===== src/design/serial_port_pkg.sv =====
`default_nettype none

package serial_port_pkg;

	// Byte addresses in the special function register space
	localparam logic [7:0] CTRL_ADDR      = 8'h98;
	localparam logic [7:0] DATA_ADDR      = 8'h99;
	localparam logic [7:0] FRAC_DIV_ADDR  = 8'h9D;
	localparam logic [7:0] TIMER_ERR_ADDR = 8'h9E;

	// Bit-addressable window: 0x98 .. 0x9F maps onto control bits 0 .. 7
	localparam logic [4:0] CTRL_BIT_BASE  = 5'h13;

	// Control register field positions
	localparam int MODE_HI_POS   = 7;
	localparam int MODE_LO_POS   = 6;
	localparam int ADDR_FILT_POS = 5;
	localparam int RX_EN_POS     = 4;
	localparam int TX_NINTH_POS  = 3;
	localparam int RX_NINTH_POS  = 2;
	localparam int TX_DONE_POS   = 1;
	localparam int RX_DONE_POS   = 0;

	// Timer/error register field positions
	localparam int OVERRUN_POS   = 7;
	localparam int FRAME_ERR_POS = 6;
	localparam int BREAK_ERR_POS = 5;
	localparam int EXT_RATIO_LSB = 3;
	localparam int DIV_SEL_LSB   = 0;

	// Reset values
	localparam logic [7:0] CTRL_RESET      = 8'h00;
	localparam logic [7:0] DATA_RESET      = 8'h00;
	localparam logic [7:0] FRAC_DIV_RESET  = 8'h00;
	localparam logic [7:0] TIMER_ERR_RESET = 8'h00;

	// Timing in core clocks
	localparam int SHIFT_DIV       = 12;
	localparam int SLOW_FIXED_DIV  = 32;
	localparam int FAST_FIXED_DIV  = 16;
	localparam int OVERSAMPLE      = 16;
	localparam int SAMPLE_PHASE    = OVERSAMPLE / 2 - 1;

	typedef enum logic [1:0] {
		MODE_SHIFT    = 2'b00,
		MODE_VAR8     = 2'b01,
		MODE_FIXED9   = 2'b10,
		MODE_VAR9     = 2'b11
	} serial_mode_t;

endpackage

`default_nettype wire


===== src/design/serial_rate_gen.sv =====
`timescale 1ns/10ps
`default_nettype none

module serial_rate_gen #(
	parameter int CNT_W = 10
) (
	input  wire logic                         clk,
	input  wire logic                         reset,
	input  wire serial_port_pkg::serial_mode_t mode,
	input  wire logic                         double_rate,
	input  wire logic                         enhanced,
	input  wire logic                         timer_tick,
	input  wire logic [2:0]                   div_sel,
	input  wire logic [1:0]                   ext_ratio,
	output logic                              os_tick_ff
);
	import serial_port_pkg::*;

	initial
	begin
		if (CNT_W < 10)
			$error("serial_rate_gen: CNT_W too small for the divider");
	end

	logic [CNT_W-1:0] cnt_ff;
	logic [CNT_W-1:0] period;
	logic             use_count;

	// Clocks per oversample tick
	always_comb
	begin
		use_count = 1'b1;
		period    = CNT_W'(1);
		if (mode == MODE_FIXED9)
			period = double_rate ? CNT_W'(FAST_FIXED_DIV / OVERSAMPLE)
			                     : CNT_W'(SLOW_FIXED_DIV / OVERSAMPLE);
		else if (enhanced)
			period = CNT_W'((CNT_W'(1) << div_sel) * (CNT_W'(ext_ratio) + 1'b1));
		else
			use_count = 1'b0;
	end

	always_ff @(posedge clk)
	begin
		if (reset)
			cnt_ff <= '0;
		else if (!use_count || cnt_ff >= period - 1'b1)
			cnt_ff <= '0;
		else
			cnt_ff <= cnt_ff + 1'b1;
	end

	always_ff @(posedge clk)
	begin
		if (reset)
			os_tick_ff <= 1'b0;
		else if (use_count)
			os_tick_ff <= (cnt_ff >= period - 1'b1);
		else
			os_tick_ff <= timer_tick;
	end

endmodule // serial_rate_gen

`default_nettype wire


===== src/design/serial_port_control.sv =====
// Notes on behaviour
// - Data address write loads transmit register; read returns separate receive buffer.
// - Enhanced timer rate and error detection only with the enhanced enable set.
// - Control bits 7-6 select shift, 8-bit variable, 9-bit fixed, 9-bit variable.
// - Shift-register mode runs at core clock divided by twelve.
// - Fixed 9-bit mode runs at core clock divided by 32 or 16.
// - 8-bit mode with filter set: no receive flag without valid stop bit.
// - 9-bit modes with filter set: no receive flag when ninth bit is 0.
// - Reception starts only while receive enable, control bit 4, is set.
// - 9-bit modes transmit control bit 3 as the ninth data bit.
// - Bit 2 latches received ninth bit, or stop bit in 8-bit mode.
// - Transmit-done set after eighth bit in shift mode, else at stop start.
// - Hardware never clears transmit-done; firmware clears it.
// - Receive-done set after eighth bit in shift mode, else mid stop bit.
// - Receive-done stays set until firmware clears it.
// - Control bits addressable singly at 0x98..0x9F; other registers byte only.
// - Receive is double-buffered: buffer holds old byte while next shifts in.
// - Enhanced mode sets overrun when a character lands with receive-done set.
`timescale 1ns/10ps
`default_nettype none

module serial_port_control (
	input  wire logic       clk,
	input  wire logic       reset,
	input  wire logic [7:0] sfr_addr,
	input  wire logic       sfr_wr,
	input  wire logic       sfr_rd,
	input  wire logic [7:0] sfr_wdata,
	output logic      [7:0] sfr_rdata_ff,
	input  wire logic [7:0] bit_addr,
	input  wire logic       bit_wr,
	input  wire logic       bit_wdata,
	input  wire logic       enhanced_uart_enable,
	input  wire logic       double_rate,
	input  wire logic       timer_tick,
	input  wire logic       rxd_in,
	output logic            rxd_out_ff,
	output logic            rxd_oe_ff,
	output logic            txd_ff
);
	import serial_port_pkg::*;

	typedef enum logic [4:0] {
		T_IDLE  = 5'b0_0001,
		T_START = 5'b0_0010,
		T_DATA  = 5'b0_0100,
		T_NINTH = 5'b0_1000,
		T_STOP  = 5'b1_0000
	} tx_state_t;

	typedef enum logic [5:0] {
		R_IDLE  = 6'b00_0001,
		R_START = 6'b00_0010,
		R_DATA  = 6'b00_0100,
		R_NINTH = 6'b00_1000,
		R_STOP  = 6'b01_0000,
		R_SHIFT = 6'b10_0000
	} rx_state_t;

	logic [7:0]   ctrl_ff, nxt_ctrl;
	logic [7:0]   tx_shift_ff;
	logic [7:0]   rx_shift_ff;
	logic [7:0]   rx_buf_ff;
	logic [7:0]   frac_div_ff;
	logic [7:0]   timer_err_ff, nxt_timer_err;
	logic         rx_nine_ff;
	tx_state_t    tx_st_ff;
	rx_state_t    rx_st_ff;
	logic [3:0]   tx_ph_ff, rx_ph_ff;
	logic [2:0]   tx_cnt_ff, rx_cnt_ff;
	logic         os_tick_ff;
	serial_mode_t mode;
	logic         shift_mode, nine_mode, enh;
	logic         tx_step, tx_last, rx_step, rx_last, rx_mid;
	logic         data_wr, ctrl_bit_hit, tx_load, shift_rx_go;
	logic         rx_fin, fin_bit, rx_accept, rx_load, ti_set;

	assign mode       = serial_mode_t'(ctrl_ff[MODE_HI_POS:MODE_LO_POS]);
	assign shift_mode = (mode == MODE_SHIFT);
	assign nine_mode  = ctrl_ff[MODE_HI_POS];
	assign enh        = enhanced_uart_enable;
	assign data_wr    = sfr_wr && sfr_addr == DATA_ADDR;
	assign ctrl_bit_hit = bit_wr && bit_addr[7:3] == CTRL_BIT_BASE;
	assign tx_load    = data_wr && tx_st_ff == T_IDLE && rx_st_ff != R_SHIFT;
	assign shift_rx_go = shift_mode && rx_st_ff == R_IDLE
		&& tx_st_ff == T_IDLE && ctrl_ff[RX_EN_POS] && !ctrl_ff[RX_DONE_POS];

	serial_rate_gen #(
		.CNT_W (10)
	) u_rate (
		.clk         (clk),
		.reset       (reset),
		.mode        (mode),
		.double_rate (double_rate),
		.enhanced    (enh),
		.timer_tick  (timer_tick),
		.div_sel     (timer_err_ff[DIV_SEL_LSB +: 3]),
		.ext_ratio   (timer_err_ff[EXT_RATIO_LSB +: 2]),
		.os_tick_ff  (os_tick_ff)
	);

	// Shift mode steps every core clock; UART modes step per oversample tick
	assign tx_step = shift_mode ? 1'b1 : os_tick_ff;
	assign tx_last = shift_mode ? tx_ph_ff == 4'(SHIFT_DIV - 1)
		: tx_ph_ff == 4'(OVERSAMPLE - 1);
	assign rx_step = shift_mode ? 1'b1 : os_tick_ff;
	assign rx_last = shift_mode ? rx_ph_ff == 4'(SHIFT_DIV - 1)
		: rx_ph_ff == 4'(OVERSAMPLE - 1);
	assign rx_mid  = rx_ph_ff == 4'(SAMPLE_PHASE);

	// Transmit sequencer
	always_ff @(posedge clk)
	begin
		if (reset)
		begin
			tx_st_ff  <= T_IDLE;
			tx_ph_ff  <= '0;
			tx_cnt_ff <= '0;
		end
		else if (tx_load)
		begin
			tx_st_ff  <= shift_mode ? T_DATA : T_START;
			tx_ph_ff  <= '0;
			tx_cnt_ff <= '0;
		end
		else if (tx_st_ff != T_IDLE && tx_step)
		begin
			tx_ph_ff <= tx_last ? 4'h0 : tx_ph_ff + 4'h1;
			if (tx_last)
			begin
				unique case (tx_st_ff)
					T_START: tx_st_ff <= T_DATA;
					T_DATA:
					begin
						tx_cnt_ff <= tx_cnt_ff + 3'h1;
						if (tx_cnt_ff == 3'h7)
							tx_st_ff <= shift_mode ? T_IDLE
								: (nine_mode ? T_NINTH : T_STOP);
					end
					T_NINTH: tx_st_ff <= T_STOP;
					T_STOP:  tx_st_ff <= T_IDLE;
					T_IDLE:  tx_st_ff <= T_IDLE;
				endcase
			end
		end
	end

	always_ff @(posedge clk)
	begin
		if (reset)
			tx_shift_ff <= DATA_RESET;
		else if (tx_load)
			tx_shift_ff <= sfr_wdata;
		else if (tx_st_ff == T_DATA && tx_step && tx_last)
			tx_shift_ff <= {1'b0, tx_shift_ff[7:1]};
	end

	// End of eighth bit in shift mode, start of stop bit otherwise
	assign ti_set = tx_st_ff == T_DATA && tx_step && tx_last
		&& tx_cnt_ff == 3'h7 && (shift_mode || !nine_mode)
		|| tx_st_ff == T_NINTH && tx_step && tx_last;

	// Line drivers
	always_ff @(posedge clk)
	begin
		if (reset)
		begin
			txd_ff     <= 1'b1;
			rxd_out_ff <= 1'b1;
			rxd_oe_ff  <= 1'b0;
		end
		else
		begin
			rxd_oe_ff  <= shift_mode && tx_st_ff == T_DATA;
			rxd_out_ff <= tx_shift_ff[0];
			if (shift_mode)
			begin
				// Shift clock low for the first half of each bit
				if (tx_st_ff == T_DATA)
					txd_ff <= tx_ph_ff >= 4'(SHIFT_DIV / 2);
				else if (rx_st_ff == R_SHIFT)
					txd_ff <= rx_ph_ff >= 4'(SHIFT_DIV / 2);
				else
					txd_ff <= 1'b1;
			end
			else
			begin
				unique case (tx_st_ff)
					T_START: txd_ff <= 1'b0;
					T_DATA:  txd_ff <= tx_shift_ff[0];
					T_NINTH: txd_ff <= ctrl_ff[TX_NINTH_POS];
					T_STOP:  txd_ff <= 1'b1;
					T_IDLE:  txd_ff <= 1'b1;
				endcase
			end
		end
	end

	// Receive sequencer
	always_ff @(posedge clk)
	begin
		if (reset)
		begin
			rx_st_ff  <= R_IDLE;
			rx_ph_ff  <= '0;
			rx_cnt_ff <= '0;
		end
		else if (rx_st_ff == R_IDLE)
		begin
			rx_ph_ff  <= '0;
			rx_cnt_ff <= '0;
			if (shift_rx_go)
				rx_st_ff <= R_SHIFT;
			else if (!shift_mode && ctrl_ff[RX_EN_POS] && !rxd_in)
				rx_st_ff <= R_START;
		end
		else if (rx_step)
		begin
			rx_ph_ff <= rx_last ? 4'h0 : rx_ph_ff + 4'h1;
			unique case (rx_st_ff)
				R_START:
					if (rx_mid && rxd_in)
						rx_st_ff <= R_IDLE;
					else if (rx_last)
						rx_st_ff <= R_DATA;
				R_DATA:
					if (rx_last)
					begin
						rx_cnt_ff <= rx_cnt_ff + 3'h1;
						if (rx_cnt_ff == 3'h7)
							rx_st_ff <= nine_mode ? R_NINTH : R_STOP;
					end
				R_NINTH:
					if (rx_last)
						rx_st_ff <= R_STOP;
				R_STOP:
					if (rx_mid)
						rx_st_ff <= R_IDLE;
				R_SHIFT:
					if (rx_last)
					begin
						rx_cnt_ff <= rx_cnt_ff + 3'h1;
						if (rx_cnt_ff == 3'h7)
							rx_st_ff <= R_IDLE;
					end
				R_IDLE: rx_st_ff <= R_IDLE;
			endcase
		end
	end

	always_ff @(posedge clk)
	begin
		if (reset)
		begin
			rx_shift_ff <= '0;
			rx_nine_ff  <= 1'b0;
		end
		else if (rx_step && rx_mid && rx_st_ff == R_DATA)
			rx_shift_ff <= {rxd_in, rx_shift_ff[7:1]};
		else if (rx_step && rx_ph_ff == 4'(SHIFT_DIV / 2)
			&& rx_st_ff == R_SHIFT)
			rx_shift_ff <= {rxd_in, rx_shift_ff[7:1]};
		else if (rx_step && rx_mid && rx_st_ff == R_NINTH)
			rx_nine_ff <= rxd_in;
	end

	// Frame ends mid stop bit, or after eighth bit in shift mode
	assign rx_fin = rx_step && (rx_st_ff == R_STOP && rx_mid
		|| rx_st_ff == R_SHIFT && rx_last && rx_cnt_ff == 3'h7);
	assign fin_bit = nine_mode ? rx_nine_ff : rxd_in;
	assign rx_accept = (enh || !ctrl_ff[RX_DONE_POS])
		&& (!ctrl_ff[ADDR_FILT_POS] || shift_mode || fin_bit);
	assign rx_load = rx_fin && rx_accept;

	// Buffer keeps the previous byte while the next one shifts in
	always_ff @(posedge clk)
	begin
		if (reset)
			rx_buf_ff <= DATA_RESET;
		else if (rx_load)
			rx_buf_ff <= rx_shift_ff;
	end

	// Control register: firmware write, then hardware sets win
	always_comb
	begin
		nxt_ctrl = ctrl_ff;
		if (sfr_wr && sfr_addr == CTRL_ADDR)
			nxt_ctrl = sfr_wdata;
		if (ctrl_bit_hit)
			nxt_ctrl[bit_addr[2:0]] = bit_wdata;
		if (ti_set)
			nxt_ctrl[TX_DONE_POS] = 1'b1;
		if (rx_load)
		begin
			nxt_ctrl[RX_DONE_POS] = 1'b1;
			if (!shift_mode)
				nxt_ctrl[RX_NINTH_POS] = fin_bit;
		end
	end

	always_ff @(posedge clk)
	begin
		if (reset)
			ctrl_ff <= CTRL_RESET;
		else
			ctrl_ff <= nxt_ctrl;
	end

	// Timer/error register
	always_comb
	begin
		nxt_timer_err = timer_err_ff;
		if (sfr_wr && sfr_addr == TIMER_ERR_ADDR)
		begin
			nxt_timer_err[4:0] = sfr_wdata[4:0];
			if (!sfr_wdata[OVERRUN_POS])
				nxt_timer_err[OVERRUN_POS] = 1'b0;
		end
		if (rx_fin && enh && !shift_mode)
		begin
			nxt_timer_err[FRAME_ERR_POS] = !rxd_in;
			nxt_timer_err[BREAK_ERR_POS] = !rxd_in
				&& rx_shift_ff == 8'h00 && !(nine_mode && rx_nine_ff);
		end
		if (rx_fin && enh && ctrl_ff[RX_DONE_POS])
			nxt_timer_err[OVERRUN_POS] = 1'b1;
	end

	always_ff @(posedge clk)
	begin
		if (reset)
		begin
			timer_err_ff <= TIMER_ERR_RESET;
			frac_div_ff  <= FRAC_DIV_RESET;
		end
		else
		begin
			timer_err_ff <= nxt_timer_err;
			if (sfr_wr && sfr_addr == FRAC_DIV_ADDR)
				frac_div_ff <= sfr_wdata;
		end
	end

	// Registered read port; unmapped addresses read zero
	always_ff @(posedge clk)
	begin
		if (reset)
			sfr_rdata_ff <= 8'h00;
		else if (sfr_rd)
		begin
			unique case (sfr_addr)
				CTRL_ADDR:      sfr_rdata_ff <= ctrl_ff;
				DATA_ADDR:      sfr_rdata_ff <= rx_buf_ff;
				FRAC_DIV_ADDR:  sfr_rdata_ff <= frac_div_ff;
				TIMER_ERR_ADDR: sfr_rdata_ff <= timer_err_ff;
				default:        sfr_rdata_ff <= 8'h00;
			endcase
		end
	end

	a_tx_done_stop: assert property (@(posedge clk) disable iff (reset)
		tx_st_ff == T_NINTH && $past(tx_st_ff) == T_DATA
		|-> ctrl_ff[TX_DONE_POS] == $past(ctrl_ff[TX_DONE_POS])
		|| $past(sfr_wr || bit_wr))
		else $error("tx done changed during ninth bit");
	a_tx_done_hold: assert property (@(posedge clk) disable iff (reset)
		ctrl_ff[TX_DONE_POS] && !sfr_wr && !bit_wr
		|=> ctrl_ff[TX_DONE_POS])
		else $error("tx done cleared by hardware");
	a_rx_done_hold: assert property (@(posedge clk) disable iff (reset)
		ctrl_ff[RX_DONE_POS] && !sfr_wr && !bit_wr
		|=> ctrl_ff[RX_DONE_POS])
		else $error("rx done cleared by hardware");
	a_filter_drop: assert property (@(posedge clk) disable iff (reset)
		rx_fin && nine_mode && ctrl_ff[ADDR_FILT_POS] && !rx_nine_ff
		&& !ctrl_ff[RX_DONE_POS] && !sfr_wr && !bit_wr
		|=> !ctrl_ff[RX_DONE_POS])
		else $error("filtered frame raised rx done");
	a_rx_enable_gate: assert property (@(posedge clk) disable iff (reset)
		rx_st_ff == R_IDLE && !ctrl_ff[RX_EN_POS] |=> rx_st_ff == R_IDLE)
		else $error("reception started while disabled");
	a_shift_clock: assert property (@(posedge clk) disable iff (reset)
		shift_mode && tx_st_ff == T_DATA && $fell(txd_ff)
		|-> !txd_ff [*6] ##1 txd_ff)
		else $error("shift clock low phase not six cycles");
	a_ninth_sent: assert property (@(posedge clk) disable iff (reset)
		!shift_mode && tx_st_ff == T_NINTH && $past(tx_st_ff) == T_NINTH
		|-> txd_ff == ctrl_ff[TX_NINTH_POS])
		else $error("ninth bit not driven from control bit 3");
	a_buf_split: assert property (@(posedge clk) disable iff (reset)
		data_wr && !rx_load |=> rx_buf_ff == $past(rx_buf_ff))
		else $error("data write disturbed the receive buffer");
	a_overrun_set: assert property (@(posedge clk) disable iff (reset)
		rx_fin && enh && ctrl_ff[RX_DONE_POS] |=> timer_err_ff[OVERRUN_POS])
		else $error("overrun not flagged");
	a_rb8_latch: assert property (@(posedge clk) disable iff (reset)
		rx_load && !shift_mode |=> ctrl_ff[RX_NINTH_POS] == $past(fin_bit))
		else $error("received ninth or stop bit not latched");

endmodule // serial_port_control

`default_nettype wire


===== config.mk =====
export PLATFORM = sky130hd
export DESIGN_NAME = serial_port_control
export DESIGN_NICKNAME = d
export VERILOG_FILES = /design/src/design/serial_port_pkg.sv /design/src/design/serial_rate_gen.sv /design/src/design/serial_port_control.sv
export SDC_FILE = /design/constraint.sdc
export NUM_CORES = 1
export LEC_CHECK = 0
export BUFFER_PORTS_ARGS = -buffer_cell sky130_fd_sc_hd__buf_2
export CAP_MARGIN = 20
export CORE_UTILIZATION = 50
export CTS_CLUSTER_DIAMETER = 50
export DETAILED_ROUTE_END_ITERATION = 10
export GPL_TIMING_DRIVEN = 0
export PLACE_DENSITY = 0.71
export SLEW_MARGIN = 15
export SYNTH_ARGS = -nofsm -noshare
export SYNTH_HDL_FRONTEND = slang
export SYNTH_SLANG_ARGS = --single-unit

===== constraint.sdc =====
create_clock -name clk -period 5.4 [get_ports clk]
set_input_delay 0.81 -clock clk [delete_from_list [all_inputs] [get_ports clk]]
set_output_delay 0.81 -clock clk [all_outputs]
set_load 0.1 [all_outputs]

After elaboration in Yosys (flattened, before gate mapping)
Cells that the tools add are included.
{"block": "classes", "n_eq_ne": 37, "shifts": 1, "div_mod_pow": 0, "n_bitwise": 2, "add_sub_neg": 7, "muxes": 55, "n_reduce_logical": 73, "order_cmp": 5, "multipliers": 1}
{"cell": "6-bit 2-to-1 mux", "count": 12}
{"cell": "8-bit 2-to-1 mux", "count": 6}
{"cell": "1-bit logical AND", "count": 40}
{"cell": "5-bit 2-to-1 mux", "count": 7}
{"cell": "8-bit == test (second input constant)", "count": 4}
{"cell": "8-bit one-hot mux with 4 select lines", "count": 1}
{"cell": "6-bit one-hot mux with 5 select lines", "count": 1}
{"cell": "3-bit != test (second input constant)", "count": 7}
{"cell": "10-bit 2-to-1 mux", "count": 2}
{"cell": "5-bit one-hot mux with 4 select lines", "count": 1}
{"cell": "1-bit 2-to-1 mux", "count": 18}
{"cell": "4-bit == test (second input constant)", "count": 4}
{"cell": "3-bit AND reduction", "count": 4}
{"cell": "2-bit nonzero test", "count": 6}
{"cell": "10-bit by 1-bit adder with 10-bit output (second input constant)", "count": 1}
{"cell": "5-bit == test (second input constant)", "count": 2}
{"cell": "10-bit >= comparator", "count": 1}
{"cell": "10-bit by 10-bit multiplier with 10-bit output", "count": 1}
{"cell": "2-bit OR reduction", "count": 5}
{"cell": "1-bit by 3-bit << shifter with 10-bit output (first input constant)", "count": 1}
{"cell": "10-bit by 1-bit subtractor with 10-bit output (second input constant)", "count": 1}
{"cell": "9-bit AND reduction", "count": 1}
{"cell": "4-bit by 1-bit adder with 4-bit output (second input constant)", "count": 2}
{"cell": "8-bit bitwise mux", "count": 1}
{"cell": "other kinds (34)", "count": 52}
{"block": "totals", "n_memories": 0, "romBits": 0, "latch_bits": 0, "input_bits": 34, "register_bits": 96, "ram_bits": 0}

Logic depth before layout (Yosys ltp)
Gate-level depths: netlist of run 1.
{"block": "logic_depth", "depth_word": 10, "ltp_mapped": 18, "mapped_depth_nobuf": 17}

Modules after synthesis
From an unflattened synthesis of run 1, not the netlist that was laid out.
{"block": "hier_totals", "cells_unflattened": 711, "area_unflattened_um2": 6224.7}
{"module": "serial_port_control", "area_per_inst_um2": 4429.2, "n_inst": 1, "cells_each": 492, "seq_area_each_um2": 1701.6}
{"module": "serial_rate_gen", "area_per_inst_um2": 1795.5, "n_inst": 1, "cells_each": 219, "seq_area_each_um2": 220.2}

Least setup slack after synthesis of run 1
OpenSTA, ideal clock, no wires.
{"block": "synth_timing", "kind": "register -> register", "startpoint": "register timer_err_ff[0]", "endpoint": "register u_rate.cnt_ff[1]", "t_required_ns": 5.304, "n_path_buf": 2, "setup_slack_ns": 0.869, "stages_incl_launch_ff": 19, "arrival_ns": 4.435, "path_cell_list": "dfxtp_1 -> clkbuf_1 -> nor2b_1 -> nand2_1 -> fa_1 -> inv_1 -> ha_1 -> fa_1 -> a211o_1 -> and3_1 -> or2_2 -> mux2i_1 -> a221o_1 -> ha_1 -> a21o_1 -> a21oi_1 -> o211ai_1 -> clkbuf_1 -> nor4b_1"}
{"block": "synth_via", "elab_chain_len": 8}
{"element": "from (decl)", "line_no": "serial_port_control.sv:65", "source": "logic [7:0] timer_err_ff, nxt_timer_err;"}
{"element": "from (signal assigned)", "line_no": "serial_port_control.sv:339", "source": "timer_err_ff <= nxt_timer_err;"}
{"element": "1-bit by 3-bit << shifter with 10-bit output", "line_no": "serial_rate_gen.sv:38", "source": "period = CNT_W'((CNT_W'(1) << div_sel) * (CNT_W'(ext_ratio) + 1'b1));"}
{"element": "10-bit by 10-bit multiplier with 10-bit output", "line_no": "serial_rate_gen.sv:38"}
{"element": "10-bit 2-to-1 mux", "line_no": "serial_rate_gen.sv:37", "source": "else if (enhanced)"}
{"element": "10-bit 2-to-1 mux", "line_no": "serial_rate_gen.sv:34", "source": "if (mode == MODE_FIXED9)"}
{"element": "10-bit by 1-bit subtractor with 10-bit output", "line_no": "serial_rate_gen.sv:47", "source": "else if (!use_count || cnt_ff >= period - 1'b1)"}
{"element": "10-bit >= comparator", "line_no": "serial_rate_gen.sv:47"}
{"element": "1-bit logical OR", "line_no": "serial_rate_gen.sv:47"}
{"element": "2-bit OR reduction (no source line)"}
{"element": "to (signal assigned)", "line_no": "serial_rate_gen.sv:50", "source": "cnt_ff <= cnt_ff + 1'b1;"}
{"element": "to (decl)", "line_no": "serial_rate_gen.sv:25", "source": "logic [CNT_W-1:0] cnt_ff;"}
Every way passes these cells.
A chain may end at the register's enable or synchronous reset.

Final worst setup path of run 1
{"block": "layout_timing", "startpoint": "register timer_err_ff[0]", "endpoint": "register u_rate.cnt_ff[5]"}
Same word-level chain as after synthesis.

==> flow_metrics.py, run 1 <==
metrics = {
    "status": {
        "status": "finished clean",
    },
    "timing": {
        "fin_hold_ws_ns": 0.451,
        "tns_ns": 0,
        "slew_viol_final": 0,
        "finalHoldViolCount": 0,
        "fmax_mhz": 199,
        "rsz0062_at_grt": "false",
        "worst_pin_slew_ns": 0.840,
        "setup_viol": 0,
        "min_period_ns": 5.03,
        "maxSlewHeadroom_pct": 43.9,
        "fin_skew_ns": 0.00552,
        "period_share_pct": 93.2,
    },
    "logic_synthesis": {
        "syn-cell-area_um2": 6100,
        "synth_cells": 725,
        "syn_nets": 796,
        "yosysTopAreaCellShare_pct": 31.5,
        "yosysTopAreaCell": "dfxtp_1",
        "yosysSeqAreaShare_pct": 31.5,
        "syn_area_per_cell_um2": 8.41,
        "ys_seq_elements": 96,
        "synth-edff-count": 0,
        "synth_warnings": 0,
        "yosys-top-cells-count": "dfxtp_1 (96), nand2_1 (77), nor2_1 (52)",
        "synth.area.top_cells": "dfxtp_1 (32%), ha_1 (6.2%), nand2_1 (4.7%)",
        "yosysMostFrequentCell": "dfxtp_1",
        "synth_ff_type": "dfxtp_1",
        "synth_cell_types": 81,
        "async_flop_share_pct": 0,
    },
    "worst_hold_path": {
        "hold_path.class": "reg -> reg",
        "hold-path-endpoint": "sfr_rdata_ff[6]",
        "hold-path-cell-count": 2,
        "hold_start": "sfr_rdata_ff[6]",
    },
    "route": {
        "wl_per_cell_um": 17.9,
        "first_pass_iters": 5,
        "finalWirelength_mm": 16.6,
        "drt-initial-drc-count": 526,
        "drc": 0,
        "num_vias": 5741,
        "postRouteAntennaNets": 0,
        "viasPerCell": 6.21,
    },
    "critical_path": {
        "reg2reg_slack_ns": 0.37,
        "cp_top_family": "adder cells",
        "startpoint": "timer_err_ff[0]",
        "cp.required_ns": 5.65,
        "path_cells": "clkbuf_1 -> nor2b_2 -> nand2_1 -> fa_1 -> inv_1 -> ha_1 -> fa_1 -> a211o_1 -> and3_1 -> or2_2 -> mux2i_1 -> a221o_1 -> ha_1 -> a21o_1 -> a21oi_1 -> o211ai_1 -> clkbuf_1 -> nor4_1",
        "critPathMaxStageDelay_ns": 0.51,
        "r2r_end": "u_rate.cnt_ff[5]",
        "end_kind": "flip-flop",
        "crit_type": "reg -> reg",
        "critPathMaxFanout": 10,
        "arrival_ns": 5.29,
        "start_kind": "flip-flop",
        "slowest_stage": "fa_1",
        "r2r_start": "timer_err_ff[0]",
        "crit_buf_inv": 3,
        "r2r_cells": 18,
    },
    "finish": {
        "area_growth_pct": 11.9,
        "post-route-cell-area_um2": 6820,
        "drive_gt1_share_pct": 13.2,
        "post-route-util_pct": 58.5,
        "fillers": 1040,
        "diodes": 0,
        "fin_nets": 848,
    },
    "clocking": {
        "htreeDepth": 3,
        "root_buffer": "clkbuf_16",
        "clk_pin_slew_ns": 0.07,
        "cts_buffer_depth": 2,
        "cts_sinks": 96,
        "clk_latency_ns": 0.35,
        "postCtsHoldBufs": 0,
        "tritoncts": "done",
        "numCtsBuffers": 9,
    },
    "floorplan": {
        "initial_utilization_pct": 52.3,
        "io_pins": 45,
        "coreArea_um2": 11700,
        "die_y_um": 112,
        "fp.dieW_um": 112,
        "dieArea_um2": 12600,
        "row_count": 39,
    },
    "power_and_ir_drop": {
        "pwr-share-comb_pct": 9.5,
        "sequentialPowerShare_pct": 45.8,
        "switching_share_pct": 25.2,
        "leakage_nw": 2.70,
        "ir_drop_uv": 273,
        "clock_power_share_pct": 44.7,
        "switchingPower_w": 0.000399,
        "power.density_nw_per_um2": 232,
        "p_int_w": 0.00118,
    },
    "grt": {
        "grt_overflow": 0,
        "grt_pass1_vias": 5564,
        "gr-usage-all-layers_pct": 27.6,
        "antenna_found_initial": 1,
        "grt_start_max_net_pins": 19,
        "grt_pass1_wl_mm": 27.7,
    },
    "placed_design": {
        "placed_area_um2": 6480,
        "io_buffers": 41,
        "hpwlAfterDp_mm": 12.7,
        "gp_congestion": 0.909,
    },
    "job": {
        "drv_cap": 0,
    },
}
## how the worst max path moves through the flow
stage | slack (ns) | cells after the start | to
after floorplan | 0.87 | 18 | u_rate.cnt_ff[1]
after global placement | 0.37 | 17 | u_rate.cnt_ff[1]
after detailed placement | 0.17 | 17 | u_rate.cnt_ff[5]
after CTS | 0.17 | 17 | u_rate.cnt_ff[5]
after global routing | 0.03 | 18 | u_rate.cnt_ff[1]
final | 0.37 | 18 | u_rate.cnt_ff[5]
## placed cells by master (no fill, tap or decap), types with 9 or more instances in the layout
cell and n:
a21boi_0 9, nor3_1 12, a21oi_1 47, nand2_1 77
nor2_1 52, nand3_1 43, clkbuf_1 23, clkbuf_16 9
o21ai_0 22, buf_2 51, inv_1 25, nor4_1 18
nand4_1 11, dfxtp_1 96, nor3b_1 9, xor2_1 11
a22oi_1 10, ha_1 30, mux2i_1 25, xnor2_1 16
## cell type report
class                   instances  area, µm²  area share, %
repair buffers                 41        205           3.01
plain buffers                  41        199           2.92
inverters                      25       93.8           1.38
clock buffers                   9        225           3.30
flip-flops and latches         96       1920           28.2
clock inverters                 7        106           1.56
well taps                     143        179           2.62
multi-input cells             563       3890           57.0
## metrics by stage
step                std cells  setup WS [ns]  total power (W)
floorplan                 725          0.869         0.000835
global route              925         0.0349          0.00164
CTS                       925          0.166          0.00159
finish                    925          0.368          0.00158
global placement          909          0.370         0.000884
detailed placement        909          0.173         0.000887
## logic make-up (layout without fill, tap and decap cells)
group,Yosys count,after routing,synth area share (%)
mux,29,29,4.84
buf+inv,66,123,4.76
compound gates,169,169,19.8
flops,96,96,31.5
simple gates,301,301,26.7
fa+ha+maj,37,37,8.45
xor+xnor,27,27,3.88
## metal layers
| layer | up-vias | part of all wire (%) | track usage (%) |
|---|---|---|---|
| li1 | 2795 | - | - |
| met2 | 190 | 47 | 46.3 |
| met3 | 41 | 6.3 | 5.08 |
| met4 | 0 | 2.4 | 9.69 |
| met5 | - | 0 | 0 |
| met1 | 2715 | 44 | 35.7 |
## worst reg2reg max path, cell delays in order, from the launching register on
cell,delay (ns)
dfxtp_1,0.38
clkbuf_1,0.38
nor2b_2,0.34
nand2_1,0.11
fa_1,0.51
inv_1,0.04
ha_1,0.21
fa_1,0.41
a211o_1,0.35
and3_1,0.21
or2_2,0.32
mux2i_1,0.12
a221o_1,0.30
ha_1,0.30
a21o_1,0.16
a21oi_1,0.13
o211ai_1,0.11
clkbuf_1,0.26
nor4_1,0.28
## timing repair
action,in CTS,in global routing
resized for setup,0,6
buffers inserted,0,0
endpoints found under the setup margin,0,10
## registers in the layout (all words and copies together) (netlist names), 5 cells and up
register,cells
sfr_rdata_ff,8
ctrl_ff,8
tx_st_ff,5
u_rate.cnt_ff,10
frac_div_ff,8
rx_buf_ff,8
rx_shift_ff,8
rx_st_ff,6
timer_err_ff,8
tx_shift_ff,8
## power groups by stage
stage / clock network [W] / registers [W] / logic (W)
2_1_floorplan: 0 / 0.000740 / 0.0000947
3_3_place_gp: 0 / 0.000740 / 0.000145
3_5_place_dp: 0 / 0.000740 / 0.000147
4_1_cts: 0.000719 / 0.000724 / 0.000148
5_1_grt: 0.000748 / 0.000726 / 0.000163
6_report: 0.000707 / 0.000725 / 0.000151
No activity file was read; power rests on OpenSTA's default activity.
==> inputs of run 2 (changes only) <==
--- a/config.mk
+++ b/config.mk
@@ -12,6 +12,7 @@
 export DETAILED_ROUTE_END_ITERATION = 10
 export GPL_TIMING_DRIVEN = 0
 export PLACE_DENSITY = 0.71
+export RECOVER_POWER = 50
 export SLEW_MARGIN = 15
 export SYNTH_ARGS = -nofsm -noshare
 export SYNTH_HDL_FRONTEND = slang
==> run 2 against run 1 <==
  * First-iteration DRC count shrank 8.4%
  * Utilization is 0.41 points lower
  * Cell count stayed put
  * Die area did not move
  * Non-clock buffer count unchanged
  * Largest power group unchanged
  * Register-to-register slack about the same
  * Worst hold slack improved by 0.0049 ns
  * Critical path depth stayed put
  * Clock power is essentially flat
  * Setup slack gained 0.0074 ns
  * Combinational power down 4%
  * Via count down 1.2%
==> flow_metrics.py, run 2 (synthesized netlist as in run 1, its figures left out) <==
metrics = {
    "power_and_ir_drop": {
        "sequentialPowerShare_pct": 45.9,
        "switching_share_pct": 25.2,
        "switchingPower_w": 0.000398,
        "ir_drop_uv": 273,
        "power.density_nw_per_um2": 233,
        "leakage_nw": 2.62,
        "pwr-share-comb_pct": 9.2,
        "power_w": 0.00158,
        "clock_power_share_pct": 44.9,
        "p_int_w": 0.00118,
    },
    "route": {
        "viasPerCell": 6.13,
        "num_vias": 5674,
        "finalWirelength_mm": 16.6,
        "wl_per_cell_um": 17.9,
        "postRouteAntennaNets": 0,
        "drc": 0,
        "first_pass_iters": 8,
        "drt-initial-drc-count": 482,
    },
    "floorplan": {
        "io_pins": 45,
        "initial_utilization_pct": 52.3,
        "die_y_um": 112,
        "coreArea_um2": 11700,
        "dieArea_um2": 12600,
        "row_count": 39,
        "fp.dieW_um": 112,
    },
    "critical_path": {
        "start_kind": "flip-flop",
        "critPathMaxStageDelay_ns": 0.51,
        "slowest_stage": "fa_1",
        "reg2reg_slack_ns": 0.38,
        "path_cells": "clkbuf_1 -> nor2b_2 -> nand2_1 -> fa_1 -> inv_1 -> ha_1 -> fa_1 -> a211o_1 -> and3_1 -> or2_2 -> mux2i_1 -> a221o_1 -> ha_1 -> a21o_1 -> a21oi_1 -> o211ai_1 -> clkbuf_1 -> nor4_1",
        "critPathMaxFanout": 10,
        "r2r_cells": 18,
        "r2r_end": "u_rate.cnt_ff[5]",
        "cp.required_ns": 5.66,
        "r2r_start": "timer_err_ff[0]",
        "arrival_ns": 5.28,
        "end_kind": "flip-flop",
        "crit_type": "reg -> reg",
    },
    "grt": {
        "busiest_layer": "met2",
        "grt_overflow": 0,
        "grt_pass1_wl_mm": 27.7,
        "antenna_found_initial": 1,
        "use_met2_pct": 46.3,
        "grt_util_met3_pct": 5.08,
        "gr-usage-all-layers_pct": 27.6,
        "grt_use_met1_pct": 35.7,
        "grt_pass1_vias": 5564,
        "grt_start_max_net_pins": 19,
    },
    "timing": {
        "setup_viol": 0,
        "fin_skew_ns": 0.00588,
        "fmax_mhz": 199,
        "slew_viol_final": 0,
        "fin_hold_ws_ns": 0.456,
        "worst_pin_slew_ns": 1.18,
        "tns_ns": 0,
        "maxSlewHeadroom_pct": 21.7,
        "rsz0062_at_grt": "false",
        "period_share_pct": 93.0,
        "min_period_ns": 5.02,
        "finalHoldViolCount": 0,
        "setup_slack_ns": 0.376,
    },
    "placed_design": {
        "io_buffers": 41,
        "dp_slack_ns": 0.173,
        "hpwlAfterDp_mm": 12.7,
        "gp_congestion": 0.909,
    },
    "worst_hold_path": {
        "hold-path-cell-count": 2,
        "hold_start": "sfr_rdata_ff[6]",
        "hold_path.class": "reg -> reg",
        "hold-path-endpoint": "sfr_rdata_ff[6]",
    },
    "clocking": {
        "tritoncts": "done",
        "clk_latency_ns": 0.35,
        "root_buffer": "clkbuf_16",
        "htreeDepth": 3,
        "cts_buffer_depth": 2,
        "clk_pin_slew_ns": 0.07,
        "cts_sinks": 96,
        "numCtsBuffers": 9,
    },
    "finish": {
        "regMostFlops": "u_rate.cnt_ff",
        "post-route-util_pct": 58.1,
        "multi_input_area_um2": 3870,
        "fillers": 1046,
        "layout_commonest_cell": "dfxtp_1",
        "area_growth_pct": 11.1,
        "diodes": 0,
        "largest_reg_flops": 10,
        "final_cell_mix": "dfxtp_1 (96), nand2_1 (77), nor2_1 (52), a21oi_1 (47), nand3_1 (43)",
        "fin_nets": 848,
        "drive_gt1_share_pct": 11.0,
        "regArea_um2": 1920,
    },
    "job": {
        "drv_cap": 0,
    },
    "status": {
        "status": "finished clean",
    },
}
## run 2: worst max path at each step
stage | from | end | slack (ns)
6_report | timer_err_ff[0] | u_rate.cnt_ff[5] | 0.38
5_1_grt | timer_err_ff[0] | u_rate.cnt_ff[1] | 0.03
2_1_floorplan | timer_err_ff[0] | u_rate.cnt_ff[1] | 0.87
3_5_place_dp | timer_err_ff[1] | u_rate.cnt_ff[5] | 0.17
3_3_place_gp | timer_err_ff[1] | u_rate.cnt_ff[1] | 0.37
4_1_cts | timer_err_ff[1] | u_rate.cnt_ff[5] | 0.17
## run 2: power by group through the flow
stage | registers, W | logic [W] | clock network, W
floorplan | 0.000740 | 0.0000947 | 0
global placement | 0.000740 | 0.000145 | 0
detailed placement | 0.000740 | 0.000147 | 0
CTS | 0.000724 | 0.000148 | 0.000719
global route | 0.000726 | 0.000157 | 0.000748
finish | 0.000724 | 0.000145 | 0.000709
## run 2: final cells by class
cell class              instances  area share [%]
inverters                      25            1.39
clock buffers                   9            3.33
well taps                     143            2.64
clock inverters                 7            1.57
plain buffers                  41            2.79
flip-flops and latches         96            28.4
multi-input cells             563            57.1
repair buffers                 41            2.83
## run 2: through the flow
stage          cells  cell area [µm²]
3_3_place_gp     909             6480
4_1_cts          925             6810
2_1_floorplan    725             6100
3_5_place_dp     909             6480
6_report         925             6770
5_1_grt          925             6770
## run 2: per-layer routing
| metal | share of wire [%] | vias to the layer above |
|---|---|---|
| met5 | 0 | - |
| met4 | 2.3 | 0 |
| met3 | 6.2 | 32 |
| met2 | 47 | 176 |
| met1 | 45 | 2674 |
| li1 | - | 2792 |
## run 2: repair_timing
item / CTS / global route
buffers inserted: 0 / 0
endpoints found under the setup margin: 0 / 10
resized for setup: 0 / 6
endpoints found under the hold margin: 0 / 0
hold buffers: 0 / 0
## run 2: worst max-delay path, delay by kind of cell, from the launching register on
kind | cells | cell delay, ns
compound gates | 5 | 1.05
fa+ha+maj | 4 | 1.43
buf+inv | 3 | 0.67
flops | 1 | 0.38
mux | 1 | 0.12
simple gates | 5 | 1.25
==> inputs of run 3 (changes only) <==
--- a/config.mk
+++ b/config.mk
@@ -13,6 +13,7 @@
 export GPL_TIMING_DRIVEN = 0
 export PLACE_DENSITY = 0.71
 export RECOVER_POWER = 50
+export REMOVE_ABC_BUFFERS = 1
 export SLEW_MARGIN = 15
 export SYNTH_ARGS = -nofsm -noshare
 export SYNTH_HDL_FRONTEND = slang
==> constraint.sdc (replaced) <==
create_clock -name clk -period 5.4 [get_ports clk]
set_input_delay 1.08 -clock clk [delete_from_list [all_inputs] [get_ports clk]]
set_output_delay 1.08 -clock clk [all_outputs]
set_load 0.1 [all_outputs]
==> run 3 against run 2 <==
  * The run now ends with max-capacitance violations, max-slew violations left
  * Design area shrank 1.9%
  * Clock skew hardly changed
  * Highest routed layer unchanged
  * Sequential share of layout area up 0.55 points
  * Critical endpoint is now u_rate.cnt_ff[8]
  * Routed wire length fell by 8.8%
==> flow_metrics.py, run 3 (synthesized netlist as in run 1, its figures left out) <==
metrics = {
    "status": {
        "status": "finished with violations",
        "failed_checks": "max-capacitance violations, max-slew violations",
    },
    "route": {
        "num_vias": 5547,
        "drc": 0,
        "first_pass_iters": 7,
        "finalWirelength_mm": 15.1,
        "viasPerCell": 6.22,
        "postRouteAntennaNets": 0,
        "drt-initial-drc-count": 463,
        "wl_per_cell_um": 16.9,
    },
    "clocking": {
        "tritoncts": "done",
        "clk_latency_ns": 0.35,
        "cts_buffer_depth": 2,
        "clk_pin_slew_ns": 0.07,
        "root_buffer": "clkbuf_16",
        "cts_sinks": 96,
        "postCtsHoldBufs": 0,
        "numCtsBuffers": 9,
        "htreeDepth": 3,
    },
    "finish": {
        "layout_commonest_cell": "dfxtp_1",
        "regMostFlops": "u_rate.cnt_ff",
        "post-route-cell-area_um2": 6640,
        "final_cell_mix": "dfxtp_1 (96), nand2_1 (77), nor2_1 (52), a21oi_1 (47), nand3_1 (43)",
        "drive_gt1_share_pct": 10.5,
        "multi_input_area_um2": 3900,
        "fillers": 1070,
        "regArea_um2": 1920,
        "diodes": 0,
        "area_growth_pct": 8.97,
        "fin_nets": 815,
        "post-route-util_pct": 57.0,
        "largest_reg_flops": 10,
    },
    "timing": {
        "rsz0062_at_grt": "false",
        "period_share_pct": 91.2,
        "maxSlewHeadroom_pct": -42.1,
        "worst_pin_slew_ns": 2.13,
        "setup_viol": 0,
        "slew_viol_final": 46,
        "fmax_mhz": 203,
        "fin_skew_ns": 0.00597,
        "finalHoldViolCount": 0,
        "min_period_ns": 4.93,
        "tns_ns": 0,
    },
    "grt": {
        "grt_overflow": 0,
        "grt_start_max_net_pins": 61,
        "gr-usage-all-layers_pct": 24.2,
        "grt_util_met3_pct": 3.83,
        "grt_pass1_vias": 5079,
        "grt_pass1_wl_mm": 24.6,
        "use_met2_pct": 41.9,
        "antenna_found_initial": 0,
        "grt_use_met1_pct": 30.7,
        "busiest_layer": "met2",
    },
    "floorplan": {
        "fp.dieW_um": 112,
        "initial_utilization_pct": 52.3,
        "io_pins": 45,
        "row_count": 39,
        "die_y_um": 112,
        "dieArea_um2": 12600,
        "coreArea_um2": 11700,
    },
    "job": {
        "drv_cap": 1,
    },
    "critical_path": {
        "cp.required_ns": 5.65,
        "arrival_ns": 5.18,
        "end_kind": "flip-flop",
        "critPathMaxFanout": 9,
        "start_kind": "flip-flop",
        "crit_type": "reg -> reg",
    },
    "placed_design": {
        "gp_congestion": 0.837,
        "io_buffers": 44,
        "hpwlAfterDp_mm": 10.8,
        "placed_area_um2": 6330,
    },
    "power_and_ir_drop": {
        "power.density_nw_per_um2": 230,
        "leakage_nw": 2.54,
        "ir_drop_uv": 138,
    },
    "worst_hold_path": {
        "hold_path.class": "reg -> reg",
    },
}
==> run 3: repair_timing <==
action	CTS	global route
setup buffers	0	3
resized for setup	0	0
setup endpoints to repair	0	4
==> run 3: worst paths after layout <==
kind,startpoint,end,slack [ns],cells past startpoint
worst max register to register,timer_err_ff[3],u_rate.cnt_ff[8],0.47,19
worst max-delay path,timer_err_ff[3],u_rate.cnt_ff[8],0.47,19
worst min-delay path,frac_div_ff[0],frac_div_ff[0],0.46,2
worst min register to register,frac_div_ff[0],frac_div_ff[0],0.46,2
==> run 3: stage by stage <==
stage	hold slack (ns)	power, W	instances	setup slack [ns]
2_1_floorplan	0.425	0.000825	684	0.485
3_3_place_gp	0.438	0.000877	871	-0.230
3_5_place_dp	0.446	0.000882	872	0.298
4_1_cts	0.459	0.00153	888	0.262
5_1_grt	0.473	0.00158	892	0.153
6_report	0.458	0.00153	892	0.473
==> run 3: layout make-up <==
type | instances | area share (%)
clock buffer | 10 | 3.60
multi-input combinational | 563 | 58.8
clock inverter | 6 | 1.02
sequential | 96 | 28.9
timing repair buffer | 49 | 3.60
inverter | 25 | 1.41
tap | 143 | 2.69
==> run 3: worst max-delay path: stages, from the launching register on <==
cell      delay [ns]
dfxtp_1         0.38
ha_1            0.41
nor2b_1         0.24
nand2_1         0.10
fa_1            0.52
inv_1           0.04
ha_1            0.21
fa_1            0.41
a211o_1         0.34
and3_1          0.20
or2_2           0.32
mux2i_1         0.12
a221o_1         0.30
ha_1            0.29
a21o_1          0.16
a21oi_1         0.15
o211ai_1        0.11
buf_4           0.18
buf_4           0.14
nor4_1          0.21
==> run 3: power breakdown <==
part           internal [W]  switching (W)
sequential         0.000715      0.0000111
combinational     0.0000542      0.0000933
clock              0.000373       0.000281
total               0.00114       0.000385
==> run 3: metal layers <==
| layer | wire, µm | vias up |
|---|---|---|
| met4 | 170 | 0 |
| li1 | - | 2714 |
| met5 | 0 | - |
| met2 | 7570 | 147 |
| met3 | 550 | 16 |
| met1 | 6830 | 2670 |
